--- config.mk ---
export PLATFORM = sky130hd
export DESIGN_NAME = vlms_core
export DESIGN_NICKNAME = d
export VERILOG_FILES = /design/src/verilog/vlms_pkg.sv /design/src/verilog/vlms_slew_step.sv /design/src/verilog/vlms_core.sv
export VERILOG_INCLUDE_DIRS = /design/src /design/src/verilog
export SDC_FILE = /design/constraint.sdc
export NUM_CORES = 1
export LEC_CHECK = 0
export BUFFER_PORTS_ARGS = -buffer_cell sky130_fd_sc_hd__buf_2
export CAP_MARGIN = 20
export CORE_MARGIN = 2
export CORE_UTILIZATION = 60
export CTS_BUF_LIST = sky130_fd_sc_hd__clkbuf_8
export CTS_CLUSTER_SIZE = 16
export DETAILED_ROUTE_END_ITERATION = 16
export PLACE_DENSITY = 0.83
export SLEW_MARGIN = 20
export SYNTH_ARGS = -nofsm -noshare
export SYNTH_HDL_FRONTEND = slang
export SYNTH_HIERARCHICAL = 1
export SYNTH_SLANG_ARGS = --single-unit
--- constraint.sdc ---
create_clock -name clk -period 26.3 [get_ports clk]
set_clock_uncertainty 0.15 [all_clocks]
set_input_delay 5.26 -clock clk [delete_from_list [all_inputs] [get_ports clk]]
set_output_delay 5.26 -clock clk [all_outputs]
set_load 0.005 [all_outputs]
--- src/verilog/vlms_defs.svh ---
// How it works
// - Hold a 16-bit upper output-voltage limit at code 0x24; target never settles above it.
// - While converting, an over-limit request ramps the target to the limit and warns.
// - A limit warning sets other-fault, status-word output, min/max warning and alert on the same edge.
// - Writing a limit below the active target gives the same clamp and warning.
// - Margin-high value at code 0x25, relative or absolute; selected target is it plus trim.
// - Margin-low value at code 0x26, relative or absolute; selected target is it plus trim.
// - Margin plus trim is valid only inside the range the current limit allows.
// - Out-of-range margin or slew writes are invalid data: flag status and alert.
// - Slew rate at code 0x27 paces every voltage change in conversion, not turn on/off.
// - Slew word is 5-bit exponent (reset -4) over 11-bit two's-complement mantissa.
// - Any valid slew word reads back unchanged; applied rate is the nearest hardware rate.
// - Supported slew span is 0.067 to 15.933 mV/us; outside it is invalid data.
// - Limit powers up from storage or pin detection; writes act at once.
// - Trim is a 16-bit two's-complement offset added to command and margin targets.
// - Sum above DAC range but under the limit clamps at DAC maximum without warning.
`ifndef VLMS_DEFS_SVH
`define VLMS_DEFS_SVH

`define VLMS_CODE_LIMIT 8'h24
`define VLMS_CODE_MHIGH 8'h25
`define VLMS_CODE_MLOW 8'h26
`define VLMS_CODE_RATE 8'h27

`define VLMS_RATE_EXP_MSB 15
`define VLMS_RATE_EXP_LSB 11
`define VLMS_RATE_MAN_MSB 10
`define VLMS_RATE_EXP_RST 5'h1c
`define VLMS_RATE_MAN_RST 11'h010

`define VLMS_LIMIT_RST 16'h0000
`define VLMS_MHIGH_RST 16'h0000
`define VLMS_MLOW_RST 16'h0000
`define VLMS_TARGET_RST 16'h0000
`define VLMS_DAC_MAX 16'h0b33

// Rates are handled internally in 1/1024 mV/us.
`define VLMS_RATE_FRAC_BITS 7'sd10
`define VLMS_RATE_MIN 40'h0000000045
`define VLMS_RATE_MAX 40'h0000003fbb
`define VLMS_HW_RATE_SHIFT 6
`define VLMS_HW_RATE_ROUND 40'h0000000020
`define VLMS_HW_RATE_MIN 8'h01
`define VLMS_HW_RATE_MAX 8'hff
// One target code in 1/1024 mV.
`define VLMS_LSB_FRAC 16'h07d0

`define VLMS_CLK_NS 40
`define VLMS_TICK_NS 1000
`define VLMS_TICK_CYC (`VLMS_TICK_NS / `VLMS_CLK_NS)

`endif

--- src/verilog/vlms_pkg.sv ---
`default_nettype none
package vlms_pkg;

	typedef struct packed {
		logic valid;
		logic write;
		logic [7:0] code;
		logic [15:0] data;
	} vlms_cmd_s;

	typedef struct packed {
		logic otherFault;
		logic wordVout;
		logic maxMinWarn;
		logic invalidData;
		logic alert;
	} vlms_stat_s;

	typedef enum logic [1:0] {
		MARGIN_NONE = 2'h0,
		MARGIN_LOW = 2'h1,
		MARGIN_HIGH = 2'h2
	} vlms_margin_e;

	typedef enum logic [1:0] {
		SLEW_HOLD = 2'h0,
		SLEW_RISE = 2'h1,
		SLEW_FALL = 2'h2
	} vlms_slew_e;

endpackage : vlms_pkg
`default_nettype wire

--- src/verilog/vlms_slew_step.sv ---
`include "vlms_defs.svh"
`default_nettype none
module vlms_slew_step
	import vlms_pkg::*;
(
	input wire logic clk,
	input wire logic reset,
	input wire logic run,
	input wire logic [7:0] hwRate,
	output logic stepEn_r
);

	logic [4:0] divCnt_r;
	logic [15:0] acc_r;
	logic tick;
	logic [15:0] addVal;
	logic [15:0] subVal;

	assign tick = (divCnt_r == 5'(`VLMS_TICK_CYC - 1));
	assign addVal = tick ? (16'(hwRate) << `VLMS_HW_RATE_SHIFT) : 16'h0000;
	assign subVal = (acc_r >= `VLMS_LSB_FRAC) ? `VLMS_LSB_FRAC : 16'h0000;

	always_ff @(posedge clk or posedge reset) begin
		if (reset) begin
			divCnt_r <= 5'h00;
		end else if (tick) begin
			divCnt_r <= 5'h00;
		end else begin
			divCnt_r <= divCnt_r + 5'h01;
		end
	end

	// Rate credit per microsecond is spent one code at a time, so fractional rates
	// carry over between ticks instead of being lost.
	always_ff @(posedge clk or posedge reset) begin
		if (reset) begin
			acc_r <= 16'h0000;
			stepEn_r <= 1'b0;
		end else if (!run) begin
			acc_r <= 16'h0000;
			stepEn_r <= 1'b0;
		end else begin
			acc_r <= acc_r + addVal - subVal;
			stepEn_r <= (acc_r >= `VLMS_LSB_FRAC);
		end
	end

endmodule : vlms_slew_step
`default_nettype wire

--- src/verilog/vlms_core.sv ---
`include "vlms_defs.svh"
`default_nettype none
module vlms_core
	import vlms_pkg::*;
(
	input wire logic clk,
	input wire logic reset,
	input wire vlms_cmd_s cmd,
	input wire logic convEnable,
	input wire logic [1:0] marginSel,
	input wire logic modeRelative,
	input wire logic [15:0] voutCommand,
	input wire logic [15:0] voutTrim,
	input wire logic limitFromPin,
	input wire logic [15:0] pinLimit,
	input wire logic [15:0] nvmLimit,
	input wire logic clearStatus,
	output logic [15:0] rdData_r,
	output logic rdValid_r,
	output logic [15:0] target_r,
	output vlms_stat_s status_r
);

	logic [15:0] limit_r;
	logic [15:0] marginHigh_r;
	logic [15:0] marginLow_r;
	logic [15:0] rate_r;
	logic loadPend_r;
	logic [17:0] reqPrev_r;
	logic limitWrote_r;
	logic [7:0] hwRate_r;
	vlms_slew_e slew_r;

	logic signed [17:0] reqSum;
	logic overLimit;
	logic [15:0] dest;
	logic wrEn;
	logic rdEn;
	logic limitBelow;
	logic marginBad;
	logic rateBad;
	logic warnEvent;
	logic badEvent;
	logic stepEn;
	logic [39:0] rateNew;

	// Slew word to rate in 1/1024 mV/us; a negative mantissa decodes as zero.
	function automatic logic [39:0] rateFrac(input logic [15:0] w);
		logic signed [6:0] sh;
		logic [6:0] nsh;
		logic [39:0] r;
		sh = $signed({{2{w[`VLMS_RATE_EXP_MSB]}}, w[`VLMS_RATE_EXP_MSB:`VLMS_RATE_EXP_LSB]})
			+ `VLMS_RATE_FRAC_BITS;
		nsh = 7'h00 - sh;
		r = {29'h0000000, w[`VLMS_RATE_MAN_MSB:0]};
		if (w[`VLMS_RATE_MAN_MSB]) begin
			r = 40'h0000000000;
		end else if (!sh[6]) begin
			r = r << sh[5:0];
		end else begin
			r = r >> nsh[5:0];
		end
		return r;
	endfunction : rateFrac

	// Margin value plus trim, honouring relative or absolute mode.
	function automatic logic signed [17:0] withTrim(input logic [15:0] m, input logic rel,
			input logic [15:0] cmdv, input logic [15:0] trim);
		logic signed [17:0] b;
		b = rel ? $signed({2'b00, cmdv}) + $signed({2'b00, m}) : $signed({2'b00, m});
		return b + $signed({{2{trim[15]}}, trim});
	endfunction : withTrim

	assign wrEn = cmd.valid & cmd.write & ~loadPend_r;
	assign rdEn = cmd.valid & ~cmd.write;
	assign rateNew = rateFrac(cmd.data);

	always_comb begin
		case (marginSel)
			MARGIN_HIGH: reqSum = withTrim(marginHigh_r, modeRelative, voutCommand, voutTrim);
			MARGIN_LOW: reqSum = withTrim(marginLow_r, modeRelative, voutCommand, voutTrim);
			default: reqSum = withTrim(voutCommand, 1'b0, voutCommand, voutTrim);
		endcase
	end

	assign overLimit = reqSum > $signed({2'b00, limit_r});

	// The limit wins over everything; the DAC ceiling only trims silently.
	always_comb begin
		if (reqSum[17]) begin
			dest = 16'h0000;
		end else if (overLimit) begin
			dest = (limit_r > `VLMS_DAC_MAX) ? `VLMS_DAC_MAX : limit_r;
		end else if (reqSum[15:0] > `VLMS_DAC_MAX || reqSum[16]) begin
			dest = `VLMS_DAC_MAX;
		end else begin
			dest = reqSum[15:0];
		end
	end

	always_comb begin
		marginBad = 1'b0;
		if (cmd.code == `VLMS_CODE_MHIGH || cmd.code == `VLMS_CODE_MLOW) begin
			marginBad = withTrim(cmd.data, modeRelative, voutCommand, voutTrim)
				> $signed({2'b00, limit_r});
		end
	end

	assign rateBad = (rateNew < `VLMS_RATE_MIN) || (rateNew > `VLMS_RATE_MAX);
	assign limitBelow = wrEn && cmd.code == `VLMS_CODE_LIMIT && cmd.data < target_r;

	assign warnEvent = convEnable & (limitBelow
		| (overLimit & ((reqSum != $signed(reqPrev_r)) | limitWrote_r)));
	assign badEvent = wrEn & (((cmd.code == `VLMS_CODE_MHIGH || cmd.code == `VLMS_CODE_MLOW)
		& marginBad) | (cmd.code == `VLMS_CODE_RATE & rateBad));

	// The limit default is caught one edge after reset release, never under reset.
	always_ff @(posedge clk or posedge reset) begin
		if (reset) begin
			loadPend_r <= 1'b1;
			limit_r <= `VLMS_LIMIT_RST;
		end else if (loadPend_r) begin
			loadPend_r <= 1'b0;
			limit_r <= limitFromPin ? pinLimit : nvmLimit;
		end else if (wrEn && cmd.code == `VLMS_CODE_LIMIT) begin
			limit_r <= cmd.data;
		end
	end

	// Rejected words are not stored, so the registers hold only words that were valid when written.
	always_ff @(posedge clk or posedge reset) begin
		if (reset) begin
			marginHigh_r <= `VLMS_MHIGH_RST;
			marginLow_r <= `VLMS_MLOW_RST;
			rate_r <= {`VLMS_RATE_EXP_RST, `VLMS_RATE_MAN_RST};
		end else if (wrEn && !marginBad && cmd.code == `VLMS_CODE_MHIGH) begin
			marginHigh_r <= cmd.data;
		end else if (wrEn && !marginBad && cmd.code == `VLMS_CODE_MLOW) begin
			marginLow_r <= cmd.data;
		end else if (wrEn && !rateBad && cmd.code == `VLMS_CODE_RATE) begin
			rate_r <= cmd.data;
		end
	end

	// Nearest supported rate; the stored word itself is left untouched.
	always_ff @(posedge clk or posedge reset) begin
		if (reset) begin
			hwRate_r <= `VLMS_HW_RATE_MIN;
		end else begin
			hwRate_r <= 8'((rateFrac(rate_r) + `VLMS_HW_RATE_ROUND) >> `VLMS_HW_RATE_SHIFT);
		end
	end

	always_ff @(posedge clk or posedge reset) begin
		if (reset) begin
			rdData_r <= 16'h0000;
			rdValid_r <= 1'b0;
		end else begin
			rdValid_r <= rdEn;
			case (cmd.code)
				`VLMS_CODE_LIMIT: rdData_r <= limit_r;
				`VLMS_CODE_MHIGH: rdData_r <= marginHigh_r;
				`VLMS_CODE_MLOW: rdData_r <= marginLow_r;
				`VLMS_CODE_RATE: rdData_r <= rate_r;
				default: rdData_r <= 16'h0000;
			endcase
		end
	end

	always_ff @(posedge clk or posedge reset) begin
		if (reset) begin
			reqPrev_r <= 18'h00000;
			limitWrote_r <= 1'b0;
		end else begin
			reqPrev_r <= reqSum;
			limitWrote_r <= wrEn && cmd.code == `VLMS_CODE_LIMIT;
		end
	end

	vlms_slew_step u_step (
		.clk(clk),
		.reset(reset),
		.run(convEnable && slew_r != SLEW_HOLD),
		.hwRate(hwRate_r),
		.stepEn_r(stepEn)
	);

	// Outside conversion the target follows at once: turn-on and turn-off
	// are not paced by this rate.
	always_ff @(posedge clk or posedge reset) begin
		if (reset) begin
			target_r <= `VLMS_TARGET_RST;
			slew_r <= SLEW_HOLD;
		end else if (!convEnable) begin
			target_r <= dest;
			slew_r <= SLEW_HOLD;
		end else begin
			case (slew_r)
				SLEW_HOLD: begin
					if (dest > target_r) begin
						slew_r <= SLEW_RISE;
					end else if (dest < target_r) begin
						slew_r <= SLEW_FALL;
					end
				end
				SLEW_RISE: begin
					if (dest <= target_r) begin
						slew_r <= SLEW_HOLD;
					end else if (stepEn) begin
						target_r <= target_r + 16'h0001;
					end
				end
				SLEW_FALL: begin
					if (dest >= target_r) begin
						slew_r <= SLEW_HOLD;
					end else if (stepEn) begin
						target_r <= target_r - 16'h0001;
					end
				end
				default: slew_r <= SLEW_HOLD;
			endcase
		end
	end

	// A new event in the clearing cycle survives the clear.
	always_ff @(posedge clk or posedge reset) begin
		if (reset) begin
			status_r <= '0;
		end else begin
			status_r.otherFault <= warnEvent | (status_r.otherFault & ~clearStatus);
			status_r.wordVout <= warnEvent | (status_r.wordVout & ~clearStatus);
			status_r.maxMinWarn <= warnEvent | (status_r.maxMinWarn & ~clearStatus);
			status_r.invalidData <= badEvent | (status_r.invalidData & ~clearStatus);
			status_r.alert <= warnEvent | badEvent | (status_r.alert & ~clearStatus);
		end
	end

endmodule : vlms_core
`default_nettype wire

-- Word-level counts from Yosys, hierarchy flattened
Cells that the tools add are included.
- add/sub/neg operators: 17
- $lt $le $gt $ge: 12
- eq/ne operators: 18
- shift-type cells: 4
- mux-type cells: 34
- bitwise logic cells: 27
- reductions and logical operators: 20
- operator list (cell ; count):
    $mux 16 ; 13
    $mux 40 ; 2
    $pmux 16 s4 ; 1
    $add 18x16->18 ; 3
    $add 16x16->17 ; 3
    $mux 17 ; 3
    $mux 14 ; 3
    $gt 40x14->1 const B ; 1
    $lt 40x7->1 const B ; 1
    $shl 11x6->40 ; 1
    $shr 11x6->40 ; 1
    $gt 18x17->1 ; 2
    $pmux 18 s2 ; 1
    $eq 8x6->1 const B ; 4
    $gt 16x12->1 const B ; 2
    $lt 16x16->1 ; 2
    $pmux 16 s2 ; 1
    $add 17x16->18 ; 1
    $ne 18x18->1 ; 1
    $add 16x1->16 const B ; 1
    $add 16x16->16 ; 1
    $ge 16x11->1 const B ; 1
    $ge 16x16->1 ; 1
    $gt 16x16->1 ; 1
    32 further kinds ; 81
- flip-flop bits (word level): 154
- input port bits: 98
- output and inout bits: 38
- word-level logic and storage cells: 152

-- Longest topological paths before layout
Gate-level depths: netlist (run 1).
- depth after elaboration: 14
- depth in mapped cells: 41
- mapped depth without buffers: 37

-- Hierarchy
The synthesis (run 1) kept the hierarchy.
- by module, submodules not included (module ; instances ; cells each ; area an instance (um2) ; sequential area each (um2)):
    vlms_core ; 1 ; 1745 ; 15534.9 ; 3310.7
    vlms_slew_step ; 1 ; 180 ; 1654.1 ; 500.5

-- Worst setup path before layout (run 1)
No wires, ideal clock.
- kind: input -> register
- start point: input port voutCommand[0]
- end point: register target_r[10]
- setup time: 138 ps
- arrival: 13139 ps
- required time: 26012 ps
- slack: 12873 ps
- cell stages on the path: 34
- path buffers: 3
- cells stage by stage: ha_1 > fa_1 > a211o_1 > a21oi_1 > o21ai_0 > a41oi_1 > nor2b_1 > xnor2_1 > mux2_2 > a221oi_1 > a21oi_1 > ha_1 > inv_1 > a2111oi_0 > o21ai_1 > xnor2_1 > ha_1 > o211ai_1 > a21oi_1 > or4_1 > a21oi_1 > mux2i_1 > clkbuf_1 > o32ai_1 > nor2_1 > ha_1 > nand4_1 > or2_2 > o311ai_0 > mux2i_1 > buf_1 > clkbuf_1 > mux2i_1 > o22ai_1
- cells in the longest elaborated chain, start to end: 12
- elaborated cells on any way between the ends: 20
- classes of those cells: 5 x add/sub; 4 x order compare; 2 x eq/ne; 7 x mux; 2 x reduce/logical
- ends and longest elaborated chain (what ; line ; source):
    start: declaration ; vlms_core.sv:12 ; input wire logic [15:0] voutCommand,
    $add 16x16->17 ; vlms_core.sv:70 ; b = rel ? $signed({2'b00, cmdv}) + $signed({2'b00, m}) : $signed({2'b00, m});
    $mux 17 ; vlms_core.sv:70 ;
    $add 18x16->18 ; vlms_core.sv:71 ; return b + $signed({{2{trim[15]}}, trim});
    $pmux 18 s2 (*) ; vlms_core.sv:79 ; case (marginSel)
    net reqSum[13] ; vlms_core.sv:34 ; logic signed [17:0] reqSum;
    $gt 16x12->1 (no line) ; - ;
    $logic_or 1x1->1 ; vlms_core.sv:94 ; end else if (reqSum[15:0] > `VLMS_DAC_MAX || reqSum[16]) begin
    $mux 16 ; vlms_core.sv:94 ;
    $mux 16 (*) ; vlms_core.sv:92 ; end else if (overLimit) begin
    $mux 16 (*) ; vlms_core.sv:90 ; if (reqSum[17]) begin
    $ge 16x16->1 or $le 16x16->1 (tied branches) ; vlms_core.sv:214, vlms_core.sv:207 ;
    $ne 3x3->1 (no line) ; - ;
    $reduce_and 5->1 (no line) ; - ;
    end signal: assignment ; vlms_core.sv:195 ; target_r <= dest;
    end signal: assignment ; vlms_core.sv:210 ; target_r <= target_r + 16'h0001;
    end signal: assignment ; vlms_core.sv:217 ; target_r <= target_r - 16'h0001;
    end: declaration ; vlms_core.sv:20 ; output logic [15:0] target_r,
The timed path passes the listed nets; every way through them passes the cells marked *.
A chain may end at the register's enable or synchronous reset.

-- Final worst setup path (run 1)
- start point: input port voutCommand[0]
- end point: register target_r[14]
Same word-level chain as after synthesis.

==> metrics.md, run 1 <==
| Metric | Value |
|---|---|
| Final #Nets | 2310 |
| CTS tree | yes |
| Critical path class | input port to flip-flop |
| Top cell type's share of synthesized area | between 20% and 30% |
| Worst path bufs/invs | 4 |
| Fmax | roughly 69 MHz |
| Drt initial violations | roughly 1800 |
| Die W | around 170 microns |
| Layout fillers | between 2000 and 2500 |
| #FFs+latches synth | 152 |
| # IOs | 136 |
| Final count of pins violating max slew | 0 |
| Status | completed |
| Initial antenna violation count | 1 |
| Total GRT Usage | between 30% and 40% |
| Multi-input gate area in the final layout | roughly 13000 sq um |
| Final wirelength | about 53 mm |
| Final HPWL DP | 40.73 mm |
| Die height | around 170 microns |
| Largest net degree at the start of global routing | 79 |
| Slowest cell on crit path | o311ai_0 |
| CTS Buffer Depth | 2 |
| Cell Area, Synth | 17190 sq um |
| Net Sw Power | 0.4689 mW |
| Total grt overflow | 0 |
| Cells after synthesis | 1925 |
| H-tree depth | 4 |
| DRT Pass-1 Iters | 6 |
| Final setup violation count | 0 |
| Final Hold Slack | around 0.34 ns |
| Main synth FF type | dfrtp_1 |
| Combinational Power Share | between 50% and 60% |
| VDD IR max | roughly 0.037 mV |
| CP arrival | 14.70 ns |
| WP data required | approximately 27 ns |
| Crit path from | voutCommand[0] |
| Num rows | 61 |
| LEAKAGE | between 8 and 9 nW |
| Switching part of the total | approximately 44% |
| Hold/Removal Path Class | flip-flop to flip-flop |
| Critical path's top delay family | compound AO/OA/AOI/OAI gates |
| Register Area | about 3800 sq um |
| Layout cells sized above 1 | 16.08% |
| Fin. Hold Viols | 0 |
| Pwr dens | about 57 nW/um^2 |
| Crit Path Max Fanout | 15 |
| Period minus WS final | about 14 ns |
| Clock power share | 18.2% |
| Syn. warnings | 6 |
| First-pass GRT wire length | roughly 83 mm |
| Die ar. | 30020 sq um |
| Core Area | 28010 sq um |
| Max Cap Viol | 0 |
| Cts bufs inserted | 17 |
| Startpoint class of the critical path | input port |
| Seq pwr share | between 20% and 30% |
| Syn_area_per_cell | 8.929 sq um |
| Vias in the first global route | approximately 16000 |
| Area growth from synthesis to layout | 7.803% |
| DRC viols | 0 |
| Synth top area cells | dfrtp_1 21%, ha_1 14%, mux4_2 4.6% |
| Antenna viol nets, final | 0 |
| Hold path start | u_step/divCnt_r[0]$_DFF_PP0_ |
| CP endpoint kind | flip-flop |
| Root buf cell | clkbuf_8 |
| Setup TNS | 0 ns |
| Cts repair resizes | 0 |
| Clock-pin slew on the worst setup and hold paths | 0.10 ns |
| Slew @ Worst Pin | roughly 1.1 ns |
| Via density | between 6 and 7 |
| P_int | 0.5902 mW |
| Sequential area share after synthesis | roughly 22% |
| Async SR Flop Fraction | 100.0% |
| Synth cell types | about 110 |
| Wire length per cell | ~22 microns |
| Setup bufs post-CTS | 0 |
| Max_slew headroom | 29.05% |
| # diodes | 0 |
| Final Cycle Share | 55.06% |
| Gp weighted congestion | 0.9658 |
| Clk_lat worst skew | ~0.48 ns |
| Worst r2r src | marginHigh_r[0]$_DFFE_PP0P_ |
| Starting density of the core | about three fifths |
| Number of synthesized flops with an enable pin | 0 |
| Crit path top cell by count | a21oi_1 |
| Vias | approximately 16000 |
| PortBufs | roughly 140 |
| Clock Sinks | about 150 |
| Overall Power | between 1 and 1.5 mW |
| Area leader, netlist | dfrtp_1 |
| RSZ-0062 raised after global routing | false |
| Max incr delay on CP | about 0.72 ns |
| Post-CTS Hold Buffers | 0 |
-- power by group through the flow --
| stage | sequential (mW) | combinational (mW) | clock [mW] |
|---|---|---|---|
| after floorplan | 0.275 | 0.431 | 0 |
| after global placement | 0.283 | 0.547 | 0 |
| after CTS | 0.279 | 0.572 | 0.193 |
| final | 0.280 | 0.586 | 0.193 |
| after detailed placement | 0.284 | 0.568 | 0 |
| after global routing | 0.282 | 0.642 | 0.204 |
-- path summary, 6_finish.rpt --
kind	endpoint	slack, ns	depth (start not counted)
setup / recovery	target_r[14]$_DFFE_PP0P_	11.82	37
max in group asynchronous	rate_r[4]$_DFFE_PP1P_	20.10	4
min in group asynchronous	status_r[3]$_DFF_PP0_	4.66	2
setup reg to reg	target_r[14]$_DFFE_PP0P_	16.28	36
hold reg to reg	u_step/divCnt_r[0]$_DFF_PP0_	0.34	1
hold / removal	u_step/divCnt_r[0]$_DFF_PP0_	0.34	1
-- cells in the final DEF (no fill, tap or decap), types with 18 or more instances in the layout --
| master | synthesis | final |
|---|---|---|
| nor2b_1 | 41 | 41 |
| buf_4 | 5 | 19 |
| mux2_1 | 23 | 23 |
| and2_1 | 31 | 31 |
| ha_1 | 198 | 198 |
| nor3_1 | 33 | 33 |
| nand4_1 | 23 | 23 |
| o21ai_0 | 82 | 82 |
| nand2b_1 | 26 | 26 |
| nand2_1 | 98 | 98 |
| xor2_1 | 45 | 45 |
| buf_2 | 14 | 135 |
| inv_1 | 109 | 109 |
| a31oi_1 | 24 | 24 |
| mux4_2 | 35 | 35 |
| mux2i_1 | 56 | 55 |
| xnor2_1 | 72 | 72 |
| nor2_1 | 120 | 120 |
| mux2_2 | 58 | 58 |
| o21a_1 | 23 | 23 |
| a21o_1 | 47 | 47 |
| a221oi_1 | 19 | 19 |
| a21oi_1 | 137 | 137 |
| dfrtp_1 | 146 | 146 |
| and3_1 | 18 | 18 |
| a211oi_1 | 41 | 41 |
| nand3_1 | 28 | 28 |
-- per-layer routing --
layer / vias up / GRT usage, % / part of all wire, %
met1: 7725 / 46.52 / 41
met3: 161 / 6.118 / 9.2
met4: 2 / 19.46 / 6.0
li1: 7388 / - / -
met5: - / 0 / 0.0094
met2: 858 / 54.12 / 44
-- kinds of logic after synthesis --
logic type	share of synthesized area, %
and+or+nand+nor	15.64
DFF	22.17
muxes	13.15
adders and majority gates	15.11
other	0.02182
AOI/OAI and AO/OA	22.70
xor gates and xnor gates	6.449
buffers and inverters	4.753
-- final cells by class --
| class | instances | area share (%) |
|---|---|---|
| timing repair buffer | 155 | 4.524 |
| clock inverter | 15 | 0.9115 |
| inverter | 111 | 2.275 |
| sequential | 152 | 20.57 |
| tap | 378 | 2.552 |
| multi-input combinational | 1571 | 67.91 |
| clock buffer | 17 | 1.263 |
-- per-stage QoR --
step	instance area (sq um)	std cells	util, %	setup slack, ns
after floorplan	17200	1929	-	12.87
after global placement	18100	2365	64.60	11.98
after detailed placement	18100	2365	64.60	11.57
after CTS	18500	2397	66.04	12.04
after global routing	18530	2399	66.15	11.11
final	18530	2399	66.15	11.82
-- state kept, by name, summed over array words and instances, names as in the netlist --
signal / flops
hwRate_r: 8
limitWrote_r: 1
limit_r: 16
loadPend_r: 1
marginHigh_r: 16
marginLow_r: 16
rate_r: 16
rdData_r: 16
rdValid_r: 1
reqPrev_r: 18
slew_r: 2
status_r: 5
target_r: 16
u_step/acc_r: 14
u_step/divCnt_r: 5
u_step/stepEn_r: 1
-- cells in the mapped netlist, types with 28 or more instances --
cell,instances
nand3_1,28
inv_1,109
nor3_1,33
xnor2_1,72
clkbuf_1,61
dfrtp_1,146
o21ai_0,82
nor2b_1,41
ha_1,198
a211oi_1,41
xor2_1,45
mux4_2,35
mux2i_1,56
mux2_2,58
nor2_1,120
a21oi_1,137
a21o_1,47
nand2_1,98
and2_1,31
Power figures use the tool's default switching activity.
==> run 2: changes to the inputs <==
- ABC_AREA: unset -> 1
- clock period: 26.3 -> 15.12 ns (I/O delays scaled with it)
==> run 2 against run 1 <==
Critical path depth increased by 11. Routed wire length increased by 13%. Clock power increased by 64%. Worst setup slack got worse by 6.6 ns. Die area about the same. Worst hold slack got worse by 0.0075 ns. Clock-buffer cell count increased by 1. Total power increased by 79%. Largest cell class unchanged.
==> metrics.md, run 2 <==
| Metric | Value |
|---|---|
| Status | completed |
| RR Endpoint | target_r[10]$_DFFE_PP0P_ |
| DRT Pass-1 Iters | 7 |
| CTS Buffer Depth | 2 |
| Fin. Hold Viols | 0 |
| Total grt overflow | 0 |
| Clk_lat worst skew | 0.48 ns |
| Most common cell after layout, fill and taps aside | nand2_1 |
| Wire length per cell | roughly 19 microns |
| CP arrival | roughly 10 ns |
| Max reg flops | 18 |
| DP Area | between 15000 and 20000 sq um |
| Initial antenna violation count | 2 |
| Vias | between 15000 and 20000 |
| Setup TNS | 0 ns |
| Final count of pins violating max slew | 0 |
| Total GRT Usage | between 30% and 40% |
| DRC viols | 0 |
| Root buf cell | clkbuf_8 |
| CP endpoint kind | flip-flop |
| Crit path top cell by count | nand2_1 |
| Crit Path Max Fanout | 11 |
| Synth top cells by count | 709 x nand2_1, 370 x inv_1, 219 x nor2_1, 204 x o21ai_0, 202 x nand3_1 |
| Num rows | 61 |
| Cells after synthesis | about 2700 |
| Die ar. | between 30000 and 40000 sq um |
| Synth cell types | 66 |
| Final HPWL DP | 48.26 mm |
| Sequential area share after synthesis | 22.15% |
| Slew @ Worst Pin | around 1.1 ns |
| Vias in the first global route | approximately 18000 |
| DP Worst Slack | 4.959 ns |
| Cell Area, Synth | roughly 17000 sq um |
| Number of synthesized flops with an enable pin | 0 |
| Gp weighted congestion | ~1 |
| Slowest cell on crit path | fa_1 |
| LEAKAGE | roughly 9.9 nW |
| Post-layout util | 66.07% |
| Layout fillers | 2641 |
| Main synth FF type | dfrtp_1 |
| Cts repair resizes | 0 |
| Async SR Flop Fraction | 100.0% |
| # IOs | 136 |
| Drt initial violations | 2228 |
| Hold path start | rate_r[4]$_DFFE_PP1P_ |
| Starting density of the core | about three fifths |
| Cts bufs inserted | 17 |
| Final setup violation count | 0 |
| Critical path class | input port to flip-flop |
| Commonest non-fill, non-tap cells in the layout | 709 x nand2_1, 370 x inv_1, 219 x nor2_1 |
| Layout cells sized above 1 | under 10% |
| Synth top area cells | dfrtp_1 21%, nand2_1 15%, ha_1 14% |
| Startpoint class of the critical path | input port |
| Post-route setup slack | around 5.3 ns |
| Antenna viol nets, final | 0 |
| Clock Sinks | about 150 |
| Biggest register | reqPrev_r |
| Worst Hold End | rate_r[4]$_DFFE_PP1P_ |
| Fmax | ~100 MHz |
| Max Cap Viol | 0 |
| Reg-to-reg slack, setup | ~7.5 ns |
| Largest net degree at the start of global routing | 86 |
| Area growth from synthesis to layout | 7.586% |
| Max incr delay on CP | ~0.43 ns |
| Die W | 173.3 microns |
| Setup bufs post-CTS | 0 |
| WP data required | 15.38 ns |
| Post-CTS Hold Buffers | 0 |
| First-pass GRT wire length | between 90 and 100 mm |
| Register-to-Register Path Depth | 47 |
| VDD IR max | between 0.07 and 0.08 mV |
| Final Cycle Share | approximately 65% |
| Die height | 173.3 microns |
| Area leader, netlist | dfrtp_1 |
| Final #Nets | a little over 3000 |
| Via density | around 6 |
| PortBufs | 135 |
| Period minus WS final | between 9 and 10 ns |
| Hold/Removal Path Class | flip-flop to flip-flop |
| RSZ-0062 raised after global routing | false |
| Final Hold Slack | roughly 0.33 ns |
| Pwr dens | approximately 100 nW/um^2 |
| CTS tree | yes |
| Max_slew headroom | between 20% and 30% |
| Clock-pin slew on the worst setup and hold paths | roughly 0.1 ns |
| Final instance area | 18510 sq um |
| H-tree depth | 4 |
| Top cell type's share of synthesized area | 21.24% |
| Syn_area_per_cell | ~6.5 sq um |
| Worst r2r src | marginHigh_r[0]$_DFFE_PP0P_ |
| Core Area | about 28000 sq um |
| #FFs+latches synth | between 150 and 200 |
| Syn. warnings | 6 |
| Cells on Worst Hold Path | 2 |
| Final wirelength | around 60 mm |
| Most frequent cell after synthesis | nand2_1 |
-- run 2: cell count changes after synthesis, sizes merged, moves of 28 or more --
| cell | previous run | this run |
|---|---|---|
| clkbuf | 61 | 33 |
| mux4 | 35 | 0 |
| a211oi | 41 | 12 |
| nor2b | 41 | 0 |
| nand2 | 98 | 731 |
| mux2i | 56 | 0 |
| nand3 | 28 | 208 |
| a21o | 48 | 8 |
| o22ai | 10 | 46 |
| nor2 | 120 | 227 |
| inv | 109 | 379 |
| o21ai | 89 | 232 |
| mux2 | 81 | 0 |
| xnor2 | 73 | 26 |
-- run 2: area by class of cell --
cell class | instances | area (sq um) | area share [%]
multi-input combinational | 2063 | 11690 | 63.14
antenna | 1 | 2.502 | 0.01352
clock buffer | 18 | 247.7 | 1.339
sequential | 152 | 3811 | 20.59
clock inverter | 14 | 138.9 | 0.7504
tap | 378 | 473.0 | 2.555
inverter | 381 | 1435 | 7.754
timing repair buffer | 140 | 713.2 | 3.853
-- run 2: layer usage --
layer	GRT usage (%)	wire length [microns]	up-vias
met5	0	13	-
li1	-	-	8948
met1	51.02	24170	8648
met2	62.33	26410	1003
met3	7.851	6082	201
met4	19.81	3292	2
-- run 2: cell families (layout without fill, tap and decap cells) --
| kind of cell | count (synthesis) | after routing | share of synthesized area [%] |
|---|---|---|---|
| xor gates and xnor gates | 82 | 82 | 4.386 |
| AOI/OAI and AO/OA | 529 | 529 | 17.65 |
| and+or+nand+nor | 1243 | 1243 | 30.66 |
| buffers and inverters | 441 | 553 | 10.03 |
| adders and majority gates | 204 | 204 | 15.10 |
| DFF | 152 | 152 | 22.15 |
| other | 1 | 6 | 0.02180 |
-- run 2: metrics by stage --
step                total power, mW  std cells
floorplan                     1.274       2656
global placement              1.526       3114
detailed placement            1.559       3114
CTS                           1.877       3146
global route                  2.062       3147
finish                        1.899       3147
-- run 2: how the worst max path moves through the flow --
stage,start,to,cells past startpoint,slack (ns)
floorplan,voutCommand[0],target_r[12]$_DFFE_PP0P_,51,6.18
global route,modeRelative,target_r[10]$_DFFE_PP0P_,42,4.35
global placement,marginSel[0],target_r[10]$_DFFE_PP0P_,43,5.08
CTS,voutCommand[0],target_r[10]$_DFFE_PP0P_,50,5.44
detailed placement,voutCommand[0],target_r[10]$_DFFE_PP0P_,50,4.96
finish,voutCommand[0],target_r[10]$_DFFE_PP0P_,48,5.25
-- run 2: worst max-delay path: cells and delay by family --
kind / cells / cell delay, ns
AOI/OAI and AO/OA: 14 / 2.37
and+or+nand+nor: 21 / 2.10
adders and majority gates: 5 / 1.51
buffers and inverters: 6 / 0.71
xor gates and xnor gates: 2 / 0.38
-- run 2: where the power goes --
group          switching (mW)  leakage [nW]  internal (mW)
clock                   0.178         0.188          0.138
sequential             0.0421          1.91          0.451
combinational           0.712          7.84          0.377
total                   0.932          9.94          0.967
